==> src/hdl/gpio_query_regs.svh <==
`ifndef GPIO_QUERY_REGS_SVH
`define GPIO_QUERY_REGS_SVH

// Command codes and reply framing
`define CMD_READ_PIN    8'h23
`define REPLY_FLAG      8'h40
`define REPLY_LEN       4
`define NUM_PINS        5

// Second reply byte field positions
`define LVL_BIT         0
`define FALL_BIT        1
`define RISE_BIT        2

// Requested level limits
`define DUTY_LOW        8'h00
`define DUTY_HIGH       8'h64

// Drive mode encodings
`define DRV_UP_PULLDN   3'h0
`define DRV_UP_DN       3'h1
`define DRV_HIZ         3'h2
`define DRV_PULLUP_DN   3'h3
`define DRV_SLOW_UP_HIZ 3'h4
`define DRV_SLOW_UP_DN  3'h5
`define DRV_RESERVED    3'h6
`define DRV_HIZ_SLOW_DN 3'h7

// Timing
`define CLK_HZ          200000000
`define SAMPLE_HZ       32
`define PWM_HZ          100
`define PWM_STEPS       100

// Reset values
`define STATE_RST       '0

`endif

==> src/hdl/gpio_query_pkg.sv <==
package gpio_query_pkg;

   typedef struct packed {
      logic [7:0] level;   // Requested duty 0..100
      logic       func;    // 1: user control, 0: default role
      logic [2:0] mode;    // Drive mode
   } pin_cfg_t;

   typedef struct packed {
      logic [7:0] cmd;
      logic [7:0] idx;
   } query_req_t;

   typedef struct packed {
      logic [7:0] typ;
      logic [7:0] d0;
      logic [7:0] d1;
      logic [7:0] d2;
      logic [7:0] d3;
   } query_rsp_t;

   typedef struct packed {
      logic o;      // Driven value
      logic oe;     // Strong driver on
      logic pu;     // Resistive pull-up on
      logic pd;     // Resistive pull-down on
      logic slow;   // Slow slew
   } drive_t;

   typedef struct packed {
      logic [4:0]   sync1;
      logic [4:0]   sync2;
      logic [4:0]   level;
      logic [4:0]   fall;
      logic [4:0]   rise;
      logic [23:0]  sample_cnt;
      logic [15:0]  pwm_div;
      logic [6:0]   pwm_phase;
      logic         rsp_valid;
      query_rsp_t   rsp;
      drive_t [4:0] drv;
   } state_t;

endpackage : gpio_query_pkg

==> src/hdl/gpio_level_config_query.sv <==
// What this block does
// (RULE_01) Command 35 queries pin index 0..4
// (RULE_02) Reply code ORs 0x40, echoes index
// (RULE_03) Second byte bit 0: last sampled level
// (RULE_04) Bit 1: falling edge since last query
// (RULE_05) Bit 2: rising edge; upper bits reserved
// (RULE_06) Level is real pin, not commanded value
// (RULE_07) Sample all pins near 32 Hz freely
// (RULE_08) Third byte: stored requested duty 0..100
// (RULE_09) Fourth byte low three bits: drive mode
// (RULE_10) Fourth byte bit 3: function select
// (RULE_11) Fourth byte upper bits read zero
// (RULE_12) Default roles: sense, power, reset, one-wire
// (RULE_13) 0 low, 100 high, else 100 Hz PWM
// (RULE_14) Clear edge flags after reporting them
`timescale 1ns/1ps
`include "gpio_query_regs.svh"

module gpio_level_config_query
   import gpio_query_pkg::*;
#(
   parameter int SAMPLE_CYCLES   = `CLK_HZ / `SAMPLE_HZ,
   parameter int PWM_STEP_CYCLES = `CLK_HZ / (`PWM_HZ * `PWM_STEPS)
)(
   input  wire logic                  clk,              // 200 MHz clock
   input  wire logic                  sys_rst,          // Synchronous reset, active high
   input  wire logic                  req_valid,        // Query packet present, one cycle
   input  wire query_req_t            req,              // Command code and pin index
   output      logic                  rsp_valid,        // Reply present, one cycle
   output      query_rsp_t            rsp,              // Reply code and four data bytes
   input  wire pin_cfg_t [4:0]        pin_cfg,          // Stored level, function, mode per pin
   input  wire logic     [4:0]        default_lvl,      // Level wanted by default-role logic
   input  wire logic     [4:0]        pin_i,            // Pin levels, asynchronous
   output      drive_t   [4:0]        pin_drv,          // Pin driver controls
   output      logic                  host_power_sense, // Sampled level of pin 1
   output      logic                  one_wire_rx       // Synchronised level of pin 4
);

   localparam int NP = `NUM_PINS;

   generate
      if (SAMPLE_CYCLES < 1 || SAMPLE_CYCLES > 16777216) begin : g_bad_sample
         $error("SAMPLE_CYCLES does not fit the sample counter");
      end
      if (PWM_STEP_CYCLES < 1 || PWM_STEP_CYCLES > 65536) begin : g_bad_pwm
         $error("PWM_STEP_CYCLES does not fit the PWM divider");
      end
   endgenerate

   state_t     st_r;
   state_t     st_nxt;
   logic [2:0] qi;
   logic       req_ok;
   logic       sample_tick;
   logic       pwm_tick;

   assign qi          = req.idx[2:0];
   assign req_ok      = req_valid && (req.cmd == `CMD_READ_PIN) && (req.idx < 8'(NP)); // RULE_01
   assign sample_tick = (st_r.sample_cnt == 24'h000000);
   assign pwm_tick    = (st_r.pwm_div == 16'h0000);

   // Translate the wanted level through the drive mode table
   function automatic drive_t drive_of(input logic [2:0] mode, input logic lvl);
      drive_t d;
      d = '0;
      case (mode) // RULE_09
         `DRV_UP_PULLDN: begin
            d.oe = lvl;
            d.o  = lvl;
            d.pd = ~lvl;
         end
         `DRV_UP_DN: begin
            d.oe = 1'b1;
            d.o  = lvl;
         end
         `DRV_HIZ: begin
            d = '0;
         end
         `DRV_PULLUP_DN: begin
            d.pu = lvl;
            d.oe = ~lvl;
            d.o  = 1'b0;
         end
         `DRV_SLOW_UP_HIZ: begin
            d.oe   = lvl;
            d.o    = 1'b1;
            d.slow = 1'b1;
         end
         `DRV_SLOW_UP_DN: begin
            d.oe   = 1'b1;
            d.o    = lvl;
            d.slow = 1'b1;
         end
         `DRV_HIZ_SLOW_DN: begin
            d.oe   = ~lvl;
            d.o    = 1'b0;
            d.slow = 1'b1;
         end
         default: begin
            // Reserved code leaves the pin floating rather than guessing
            d = '0;
         end
      endcase
      return d;
   endfunction : drive_of

   always_comb begin
      logic lvl;
      lvl    = 1'b0;
      st_nxt = st_r;

      // Two-stage synchroniser; only the second stage feeds logic
      st_nxt.sync1 = pin_i;
      st_nxt.sync2 = st_r.sync1;

      // Free-running sample timer, unrelated to queries
      if (sample_tick) begin
         st_nxt.sample_cnt = 24'(SAMPLE_CYCLES - 1); // RULE_07
      end else begin
         st_nxt.sample_cnt = st_r.sample_cnt - 24'h000001;
      end

      // Reply and flag clearing
      st_nxt.rsp_valid = 1'b0;
      if (req_ok) begin
         st_nxt.rsp_valid = 1'b1;
         st_nxt.rsp.typ   = `CMD_READ_PIN | `REPLY_FLAG; // RULE_02
         st_nxt.rsp.d0    = req.idx; // RULE_02
         st_nxt.rsp.d1    = 8'h00; // RULE_05
         st_nxt.rsp.d1[`LVL_BIT]  = st_r.level[qi]; // RULE_03
         st_nxt.rsp.d1[`FALL_BIT] = st_r.fall[qi]; // RULE_04
         st_nxt.rsp.d1[`RISE_BIT] = st_r.rise[qi]; // RULE_05
         st_nxt.rsp.d2    = pin_cfg[qi].level; // RULE_08
         st_nxt.rsp.d3    = {4'h0, pin_cfg[qi].func, pin_cfg[qi].mode}; // RULE_09 RULE_10 RULE_11
         st_nxt.fall[qi]  = 1'b0; // RULE_14
         st_nxt.rise[qi]  = 1'b0; // RULE_14
      end

      // Sampling after the clear, so an edge seen this cycle survives
      if (sample_tick) begin
         st_nxt.level = st_r.sync2; // RULE_06
         st_nxt.fall  = st_nxt.fall | (st_r.level & ~st_r.sync2); // RULE_04
         st_nxt.rise  = st_nxt.rise | (~st_r.level & st_r.sync2); // RULE_05
      end

      // PWM step timer and phase 0..99
      if (pwm_tick) begin
         st_nxt.pwm_div = 16'(PWM_STEP_CYCLES - 1);
         if (st_r.pwm_phase == 7'(`PWM_STEPS - 1)) begin
            st_nxt.pwm_phase = 7'h00;
         end else begin
            st_nxt.pwm_phase = st_r.pwm_phase + 7'h01;
         end
      end else begin
         st_nxt.pwm_div = st_r.pwm_div - 16'h0001;
      end

      // Pin drive; default-role pins follow the logic that owns them
      for (int p = 0; p < NP; p++) begin
         if (pin_cfg[p].func) begin
            // Values above 100 are invalid; treated as steady high
            lvl = ({1'b0, st_r.pwm_phase} < pin_cfg[p].level); // RULE_13
         end else begin
            lvl = default_lvl[p]; // RULE_12
         end
         st_nxt.drv[p] = drive_of(pin_cfg[p].mode, lvl);
      end
   end

   always_ff @(posedge clk) begin
      if (sys_rst) begin
         st_r <= `STATE_RST;
      end else begin
         st_r <= st_nxt;
      end
   end

   assign rsp_valid        = st_r.rsp_valid;
   assign rsp              = st_r.rsp;
   assign pin_drv          = st_r.drv;
   assign host_power_sense = st_r.level[1]; // RULE_12
   assign one_wire_rx      = st_r.sync2[4]; // RULE_12

   // Checks
   reply_code_a: assert property (@(posedge clk) disable iff (sys_rst) // RULE_02
      rsp_valid |-> (rsp.typ == 8'h63))
      else $error("reply code is not 0x63");

   reply_echo_a: assert property (@(posedge clk) disable iff (sys_rst) // RULE_01
      req_ok |=> (rsp_valid && rsp.d0 == $past(req.idx)))
      else $error("reply missing or index not echoed");

   bad_index_a: assert property (@(posedge clk) disable iff (sys_rst) // RULE_01
      (req_valid && req.idx >= 8'h05) |=> !rsp_valid)
      else $error("reserved index answered");

   level_bit_a: assert property (@(posedge clk) disable iff (sys_rst) // RULE_03
      req_ok |=> (rsp.d1[0] == $past(st_r.level[qi])))
      else $error("level bit differs from last sample");

   reserved_zero_a: assert property (@(posedge clk) disable iff (sys_rst) // RULE_11
      rsp_valid |-> (rsp.d1[7:3] == 5'h00 && rsp.d3[7:4] == 4'h0))
      else $error("reserved reply bits not zero");

   flag_clear_a: assert property (@(posedge clk) disable iff (sys_rst) // RULE_14
      (req_ok && !sample_tick) |=> (st_r.fall[$past(qi)] == 1'b0 && st_r.rise[$past(qi)] == 1'b0))
      else $error("edge flags not cleared after reply");

   flag_keep_a: assert property (@(posedge clk) disable iff (sys_rst) // RULE_04
      (sample_tick && st_r.level[0] && !st_r.sync2[0]) |=> st_r.fall[0])
      else $error("falling edge on pin 0 lost");

   sample_hold_a: assert property (@(posedge clk) disable iff (sys_rst) // RULE_07
      !sample_tick |=> (st_r.level == $past(st_r.level)))
      else $error("level changed between samples");

   duty_echo_a: assert property (@(posedge clk) disable iff (sys_rst) // RULE_08
      req_ok |=> (rsp.d2 == $past(pin_cfg[qi].level) && rsp.d3[3] == $past(pin_cfg[qi].func)))
      else $error("duty or function byte wrong");

   pwm_off_a: assert property (@(posedge clk) disable iff (sys_rst) // RULE_13
      (pin_cfg[0].func && pin_cfg[0].level == `DUTY_LOW && pin_cfg[0].mode == `DRV_UP_DN)
         |=> (pin_drv[0].oe && !pin_drv[0].o))
      else $error("duty 0 did not hold pin 0 low");

   pwm_on_a: assert property (@(posedge clk) disable iff (sys_rst) // RULE_13
      (pin_cfg[0].func && pin_cfg[0].level == `DUTY_HIGH && pin_cfg[0].mode == `DRV_UP_DN)
         |=> (pin_drv[0].oe && pin_drv[0].o))
      else $error("duty 100 did not hold pin 0 high");

endmodule : gpio_level_config_query

==> config.mk <==
export PLATFORM = sky130hd
export DESIGN_NAME = gpio_level_config_query
export DESIGN_NICKNAME = d
export VERILOG_FILES = /design/src/hdl/gpio_query_pkg.sv /design/src/hdl/gpio_level_config_query.sv
export VERILOG_INCLUDE_DIRS = /design/src /design/src/hdl
export SDC_FILE = /design/constraint.sdc
export NUM_CORES = 1
export LEC_CHECK = 0
export BUFFER_PORTS_ARGS = -buffer_cell sky130_fd_sc_hd__clkbuf_2
export CORE_UTILIZATION = 40
export DETAILED_ROUTE_END_ITERATION = 10
export GPL_TIMING_DRIVEN = 1
export PLACE_DENSITY = 0.62
export SLEW_MARGIN = 25
export SYNTH_ARGS = -nofsm -noshare
export SYNTH_HDL_FRONTEND = slang
export SYNTH_SLANG_ARGS = --single-unit
==> constraint.sdc <==
create_clock -name clk -period 2.19 [get_ports clk]
set_clock_uncertainty 0.1 [all_clocks]
set_input_delay 0.3285 -clock clk [delete_from_list [all_inputs] [get_ports clk]]
set_output_delay 0.3285 -clock clk [all_outputs]
set_load 0.02 [all_outputs]
Word level (Yosys, flattened, before mapping)
Cells that the tools add are included.

Add/sub/neg operators: 3. $lt $le $gt $ge: 8. Eq/ne operators: 27. Muxes and demuxes: 31. Bitwise operators: 24. Reductions and logical operators: 37.

Operators by type and width (number): $eq 3x3->1 const B (15); $reduce_or 2->1 (22); $mux 41 (1); $lt 7x8->1 (5); $pmux 2 s4 (5); $bmux 12 s3 (1); $logic_not 24->1 (1); $sub 24x1->24 const B (1); $mux 23 (1); $and 5x5->5 (4); $mux 10 (2); $logic_not 16->1 (1); $sub 16x1->16 const B (1); $eq 3x1->1 const B (5); $eq 3x2->1 const B (5); $logic_not 3->1 (5); $mux 15 (1); $not 1->1 (15); $not 5->5 (3); $reduce_or 3->1 (5); $mux 1 (14); $mux 12 (1); $or 5x5->5 (2); $bmux 1 s3 (3); other kinds (9) (11).

Register bits after elaboration: 122. Bits of input ports: 89. Logic and storage cells: 171.

Longest topological paths before layout
Gate-level depths: netlist of run 1.

Depth after elaboration: 9. Depth in mapped cells: 8. Depth with buffers taken out: 7.

Worst setup path before layout of run 1
Ideal clock, no wire load.

Path kind: register to register. Start: register st_r[73] in the netlist's numbering. End: register st_r[85] in the netlist's numbering. Arrival time: 1.801 ns. Path slack: 0.158 ns. Cell stages (with the launch flop): 8. Period minus slack after synthesis: 2.032 ns. Path through: dfxtp_1 > inv_1 > ha_1 > or3b_1 > or4_1 > nor4_2 > xnor2_1 > nor3_2.

Word-level cells in the longest chain between the ends: 2.

Ends and longest elaborated chain: start: declaration (RTL line gpio_level_config_query.sv:50) `state_t st_r;`; start signal: assignment (RTL line gpio_level_config_query.sv:172) `` st_r <= `STATE_RST; ``; start signal: assignment (RTL line gpio_level_config_query.sv:174) `st_r <= st_nxt;`; branches (longest 2 deep; another with $sub 16x1->16).

Parallel ways; which one is timed is not known. A chain may end at the register's enable or synchronous reset.

Worst setup path in the final report of run 1
Ends and elaborated chain as after synthesis.

==> flow_metrics.env, run 1 <==
export IMPL_postSynthCellCount=712
export IMPL_reg2reg_to="st_r[85]$_SDFF_PP0_"
export IMPL_drt_initial_drc_count=274
export IMPL_port_buffers=143
export IMPL_use_met1_pct=25.2
export IMPL_cts_tree="yes"
export IMPL_initial_utilization_pct=41.0
export IMPL_syn_to_final_growth_pct=19.3
export IMPL_drive_above_1_share_pct=28.8
export IMPL_max_slew_margin_rel_pct=55.1
export IMPL_synth_top_area_share_pct=37.7
export IMPL_rsz0062_at_grt="true"
export IMPL_yosysMostFrequentCell="dfxtp_1"
export IMPL_fmax_mhz=482
export IMPL_finalWirelength_um=16000
export IMPL_ios=157
export IMPL_crit_fanout=5
export IMPL_syn_mean_instance_area_sq_um=9.11
export IMPL_wl_per_cell_um=15.3
export IMPL_final_cell_area_sq_um=7730
export IMPL_min_period_ps=2070
export IMPL_rows=46
export IMPL_worstSetupPathType="reg2reg"
export IMPL_postRouteAntennaNets=0
export IMPL_synth_edff_count=0
export IMPL_insertion_delay_ps=410
export IMPL_cp_required_ps=2380
export IMPL_cp_arrival_ps=2260
export IMPL_cpMaxStageDelayCell="or4_4"
export IMPL_crit_end="st_r[85]$_SDFF_PP0_"
export IMPL_use_met2_pct=32.9
export IMPL_grtUsageTotal_pct=19.9
export IMPL_hold_path_class="in2reg"
export IMPL_hold_viol_final=0
export IMPL_num_vias=5415
export IMPL_cts_buffers=17
export IMPL_tightest_slew_ps=674
export IMPL_die_h_um=129
export IMPL_cts_root_buf="clkbuf_16"
export IMPL_powerDensity_nw_per_um2=1040
export IMPL_grt_pass1_wl_um=25500
export IMPL_critPathLaunch="st_r[73]$_SDFF_PP0_"
export IMPL_min_delay_start="pin_i[2]"
export IMPL_ys_async_sr_fraction_pct=0
export IMPL_r2r_start="st_r[73]$_SDFF_PP0_"
export IMPL_yosys_warnings=0
export IMPL_nets=945
export IMPL_power_leakage_nw=3.44
export IMPL_slew_viol_final=0
export IMPL_path_clk_slew_ps=50
export IMPL_grt_pass1_vias=5102
export IMPL_ir_drop_uv=815
export IMPL_worstPathCellList="inv_1 -> ha_1 -> or3b_1 -> or4_4 -> nor4_2 -> xnor2_1 -> nor3_2"
export IMPL_core_sq_um=15800
export IMPL_clockBufferDepth=2
export IMPL_cts_sinks=122
export IMPL_status="finished clean"
export IMPL_cp_end_kind="flip-flop"
export IMPL_maxCapViolations=0
export IMPL_synthTopCellsByCount="122 x dfxtp_1, 65 x buf_4, 48 x a21oi_1"
export IMPL_finalSetupViolations=0
export IMPL_place_congestion=0.854
export IMPL_finalCritPeriodShare_pct=94.7
export IMPL_drc=0
export IMPL_yosys_area_top_type="dfxtp_1"
export IMPL_viasPerCell=5.16
export IMPL_grt_busiest_layer="met2"
export IMPL_antenna_found_initial=0
export IMPL_gr_usage_met3_pct=4.21
export IMPL_critical_path_startpoint_type="flip-flop"
export IMPL_yosysUniqueCellTypes=54
export IMPL_post_dp_cell_area_sq_um=7150
export IMPL_fin_setup_tns_ps=0
export IMPL_hpwlAfterDp_um=11800
export IMPL_rr_worst_depth=7
export IMPL_utilization_pct=48.9
export IMPL_postCtsHoldBufs=0
export IMPL_synth_area_leaders="dfxtp_1 38%, buf_4 7.5%, ha_1 6.8%, mux4_2 4.9%, a21oi_1 3.7%"
export IMPL_synth_area_sq_um=6480
export IMPL_ys_seq_area_share_pct=37.7
export IMPL_max_stage_delay_ps=470
export IMPL_synth_main_ff_cell="dfxtp_1"
export IMPL_die_w_um=129
export IMPL_synth_seq_cells=122
export IMPL_grt_max_degree=75
export IMPL_ff2ff_setup_slack_ps=120
export IMPL_dieArea_sq_um=16700
export IMPL_cts_htree_levels=4
export IMPL_n_antenna_cell=0
export IMPL_dr_pass1_iters=4
export IMPL_overflow=0
state kept, by name (all words and copies together), names as in the netlist:
name / cells
one_wire_rx: 1
rsp_valid: 1
st_nxt: 5
host_power_sense: 1
rsp: 24
st_r: 65
pin_drv: 25
where the power goes:
group	switching, W	internal (W)	total (W)	leakage [nW]
clock	0.000998	0.00170	0.00269	0.284
combinational	0.00129	0.00113	0.00241	2.17
sequential	0.000340	0.00257	0.00290	0.995
total	0.00263	0.00539	0.00801	3.44
cells in the final DEF (no fill, tap or decap), types with 12 or more instances in the layout:
cell type | Yosys | layout
mux4_2 | 14 | 14
nand2_1 | 45 | 45
inv_1 | 42 | 42
a221oi_1 | 14 | 14
clkbuf_2 | 0 | 142
dfxtp_1 | 122 | 122
nand2b_1 | 13 | 13
nor3_1 | 41 | 41
a21oi_1 | 48 | 47
clkbuf_16 | 0 | 17
nor2b_1 | 17 | 17
buf_4 | 65 | 30
ha_1 | 35 | 35
and3_1 | 12 | 12
nor2_1 | 44 | 44
xnor2_1 | 20 | 20
nor4b_1 | 12 | 12
conb_1 | 1 | 13
worst max-delay path, delay by kind of cell (launching register included):
kind	cells	cell delay, ps
AND/OR/NAND/NOR	4	1090
buffers and inverters	1	80
XOR/XNOR	1	170
adder cells (fa/ha/maj)	1	180
flip-flops	1	330
final cells by class:
class | count | area [sq um]
well taps | 216 | 270
inverters | 43 | 161
flip-flops and latches | 122 | 2440
multi-input cells | 464 | 3330
clock buffers | 20 | 447
clock inverters | 12 | 124
fillers | 1521 | 8090
repair buffers | 173 | 956
kinds of logic after synthesis:
kind of cell             Yosys count  synth area share (%)
AND/OR/NAND/NOR                  252                  22.0
buffers and inverters            138                  11.9
flip-flops                       122                  37.7
AO/OA/AOI/OAI                    114                  11.6
adder cells (fa/ha/maj)           35                  6.75
XOR/XNOR                          27                  3.65
multiplexers                      23                  6.31
other                              1                0.0578
per-stage QoR:
step                      power [W]  hold slack (ps)  cells  worst slack, ps
final                       0.00801             22.2   1050              117
after global routing        0.00850             19.2   1050            -38.4
after CTS                   0.00808             6.92   1050             59.8
after detailed placement    0.00534              323   1018             57.8
after global placement      0.00531              320   1018              115
after floorplan             0.00465              304    724              158
routing by layer:
layer,wire (um),share of wire [%]
met3,881,5.5
met2,7640,48
met5,0,0
met4,330,2.1
met1,7170,45
how the worst min path moves through the flow:
stage / to / slack [ps] / depth (start not counted)
after detailed placement: one_wire_rx$_SDFF_PP0_ / 320 / 1
after global routing: st_nxt[131]$_SDFF_PP0_ / 20 / 2
final: st_nxt[130]$_SDFF_PP0_ / 20 / 2
after CTS: st_nxt[130]$_SDFF_PP0_ / 7 / 2
after global placement: st_r[128]$_SDFF_PP0_ / 320 / 1
after floorplan: pin_drv[12]$_SDFF_PP0_ / 300 / 1
timing repair:
item | 4_1_cts | 5_1_grt
endpoints found under the setup margin | 0 | 7
buffers inserted | 0 | 0
gates resized for setup | 0 | 3
No activity file was read; power rests on OpenSTA's default activity.
==> run 2: changes to the inputs <==
--- a/config.mk
+++ b/config.mk
@@ -7,6 +7,7 @@
 export NUM_CORES = 1
 export LEC_CHECK = 0
 export BUFFER_PORTS_ARGS = -buffer_cell sky130_fd_sc_hd__clkbuf_2
+export CORE_ASPECT_RATIO = 1.2
 export CORE_UTILIZATION = 40
 export DETAILED_ROUTE_END_ITERATION = 10
 export GPL_TIMING_DRIVEN = 1
@@ -15,3 +16,4 @@
 export SYNTH_ARGS = -nofsm -noshare
 export SYNTH_HDL_FRONTEND = slang
 export SYNTH_SLANG_ARGS = --single-unit
+export TNS_END_PERCENT = 10
==> run 2 against run 1 <==
  * Fmax shrank 1.1%
  * Cell count fell by 0.86%
  * Highest routed layer unchanged
  * Die area is essentially flat
  * Clock-buffer cell count unchanged
  * Critical endpoint is now st_r[113]$_SDFF_PP0_
  * Sequential share of layout area about the same
  * Clock power is 4% higher
  * Combinational power fell by 4%
  * Hold slack worse by 5.1 ps
  * Register-to-register slack lost 20 ps
  * Sequential cell count unchanged
  * Critical path depth decreased by 2
  * Non-clock buffer count decreased by 1
==> flow_metrics.env, run 2 (synthesis results as in run 1) <==
export IMPL_status="finished clean"
export IMPL_ios=157
export IMPL_rsz0062_at_grt="false"
export IMPL_cts_root_buf="clkbuf_16"
export IMPL_wl_per_cell_um=15.0
export IMPL_die_h_um=141
export IMPL_internal_power_w=0.00536
export IMPL_ir_drop_uv=569
export IMPL_dp_cells=1009
export IMPL_largest_reg_flops=65
export IMPL_overflow=0
export IMPL_fin_setup_tns_ps=0
export IMPL_power_leakage_nw=3.44
export IMPL_fmax_mhz=477
export IMPL_reg2reg_to="st_r[113]$_SDFF_PP0_"
export IMPL_max_slew_margin_rel_pct=52.3
export IMPL_p_sw_share_pct=33.1
export IMPL_syn_to_final_growth_pct=19.5
export IMPL_die_w_um=118
export IMPL_insertion_delay_ps=420
export IMPL_slew_viol_final=0
export IMPL_cts_tree="yes"
export IMPL_top_register="st_r"
export IMPL_n_antenna_cell=0
export IMPL_drc=0
export IMPL_filler_cell_count=1537
export IMPL_dieArea_sq_um=16700
export IMPL_hold_ws_ps=17.1
export IMPL_layout_commonest_cell="clkbuf_2"
export IMPL_grtUsageTotal_pct=19.6
export IMPL_finalCritPeriodShare_pct=95.7
export IMPL_power_w=0.00801
export IMPL_min_period_ps=2100
export IMPL_postCtsHoldBufs=0
export IMPL_dr_pass1_iters=4
export IMPL_layout_common_cells="142 x clkbuf_2, 121 x dfxtp_1, 47 x a21oi_1, 45 x nand2_1, 44 x nor2_1"
export IMPL_port_buffers=143
export IMPL_worstSetupPathType="reg2reg"
export IMPL_powerDensity_nw_per_um2=1030
export IMPL_multi_input_comb_area_sq_um=3330
export IMPL_cp_arrival_ps=2360
export IMPL_initial_utilization_pct=41.3
export IMPL_p_sw_w=0.00265
export IMPL_pwr_share_clk_pct=34.9
export IMPL_grt_max_degree=55
export IMPL_hpwlAfterDp_um=11800
export IMPL_crit_fanout=5
export IMPL_cts_htree_levels=4
export IMPL_critPathLaunch="st_r[105]$_SDFF_PP0_"
export IMPL_comb_power_share_pct=28.9
export IMPL_rr_worst_depth=5
export IMPL_viasPerCell=5.20
export IMPL_num_vias=5411
export IMPL_core_sq_um=15700
export IMPL_drive_above_1_share_pct=28.8
export IMPL_finalSetupViolations=0
export IMPL_cts_buffers=17
export IMPL_seqCellArea_sq_um=2440
export IMPL_drt_initial_drc_count=331
export IMPL_tightest_slew_ps=715
export IMPL_r2r_start="st_r[105]$_SDFF_PP0_"
export IMPL_antenna_found_initial=0
export IMPL_grt_pass1_vias=5293
export IMPL_cp_end_kind="flip-flop"
export IMPL_hold_viol_final=0
export IMPL_final_cell_count_no_fill=1041
export IMPL_cts_resized_gates=0
export IMPL_finalWirelength_um=15600
export IMPL_hold_path_class="in2reg"
export IMPL_crit_end="st_r[113]$_SDFF_PP0_"
export IMPL_rows=50
export IMPL_ff2ff_setup_slack_ps=90
export IMPL_postRouteAntennaNets=0
export IMPL_place_congestion=0.827
export IMPL_p_seq_share_pct=36.2
export IMPL_cp_required_ps=2460
export IMPL_nets=944
export IMPL_grt_pass1_wl_um=25800
export IMPL_critical_path_startpoint_type="flip-flop"
export IMPL_postCtsSetupBuffers=0
export IMPL_cts_sinks=122
export IMPL_maxCapViolations=0
export IMPL_path_clk_slew_ps=60
export IMPL_clockBufferDepth=2
[run 2: cell types whose count changed in the layout (fill, tap and decap cells not counted)]
cell | before | now
a31oi_1 | 4 | 5
buf_12 | 1 | 2
clkinvlp_4 | 1 | 4
buf_4 | 30 | 28
inv_6 | 1 | 3
a31oi_2 | 2 | 1
dfxtp_2 | 0 | 1
clkbuf_1 | 2 | 1
dfxtp_1 | 122 | 121
clkinv_2 | 6 | 1
clkbuf_8 | 1 | 2
[run 2: power by group through the flow]
stage / combinational, W / sequential [W] / clock, W
after floorplan: 0.00178 / 0.00287 / 0
after global placement: 0.00228 / 0.00294 / 0
after detailed placement: 0.00231 / 0.00294 / 0
after CTS: 0.00232 / 0.00290 / 0.00286
after global routing: 0.00259 / 0.00295 / 0.00297
final: 0.00231 / 0.00290 / 0.00279
[run 2: worst min path at each step]
stage,endpoint,slack (ps),from,cells past startpoint
2_1_floorplan,pin_drv[12]$_SDFF_PP0_,300,pin_cfg[26],1
3_3_place_gp,st_r[129]$_SDFF_PP0_,330,st_nxt[129]$_SDFF_PP0_,1
3_5_place_dp,st_r[129]$_SDFF_PP0_,320,st_nxt[129]$_SDFF_PP0_,1
4_1_cts,st_nxt[132]$_SDFF_PP0_,5,pin_i[4],2
5_1_grt,st_nxt[129]$_SDFF_PP0_,20,pin_i[1],2
6_report,st_nxt[132]$_SDFF_PP0_,20,pin_i[4],2
[run 2: cell type report]
cell class | count | area share [%]
clock buffer | 20 | 5.89
tap | 208 | 3.36
sequential | 122 | 31.5
clock inverter | 12 | 1.79
multi-input combinational | 464 | 42.9
timing repair buffer | 172 | 12.4
inverter | 43 | 2.08
[run 2: metal layers]
layer	global-route usage [%]	wire length, um	vias up
met5	0	0	-
met4	8.91	398	0
met3	5.95	936	27
met2	33.6	7690	157
met1	22.5	6610	2529
li1	-	-	2698
[run 2: per-stage QoR]
step | area, sq um | setup slack, ps | util [%]
finish | 7750 | 94.3 | 49.4
CTS | 7740 | 40.6 | 49.3
floorplan | 6530 | 158 | -
global route | 7750 | 12.4 | 49.4
detailed placement | 7140 | 83.2 | 45.5
global placement | 7140 | 148 | 45.5
[run 2: worst max-delay path, cell delays in order (launching register included)]
cell and delay [ps]:
dfxtp_1 350, nor4_4 360, nand4b_1 210, or3_1 490, nor4b_1 400, a21o_1 130
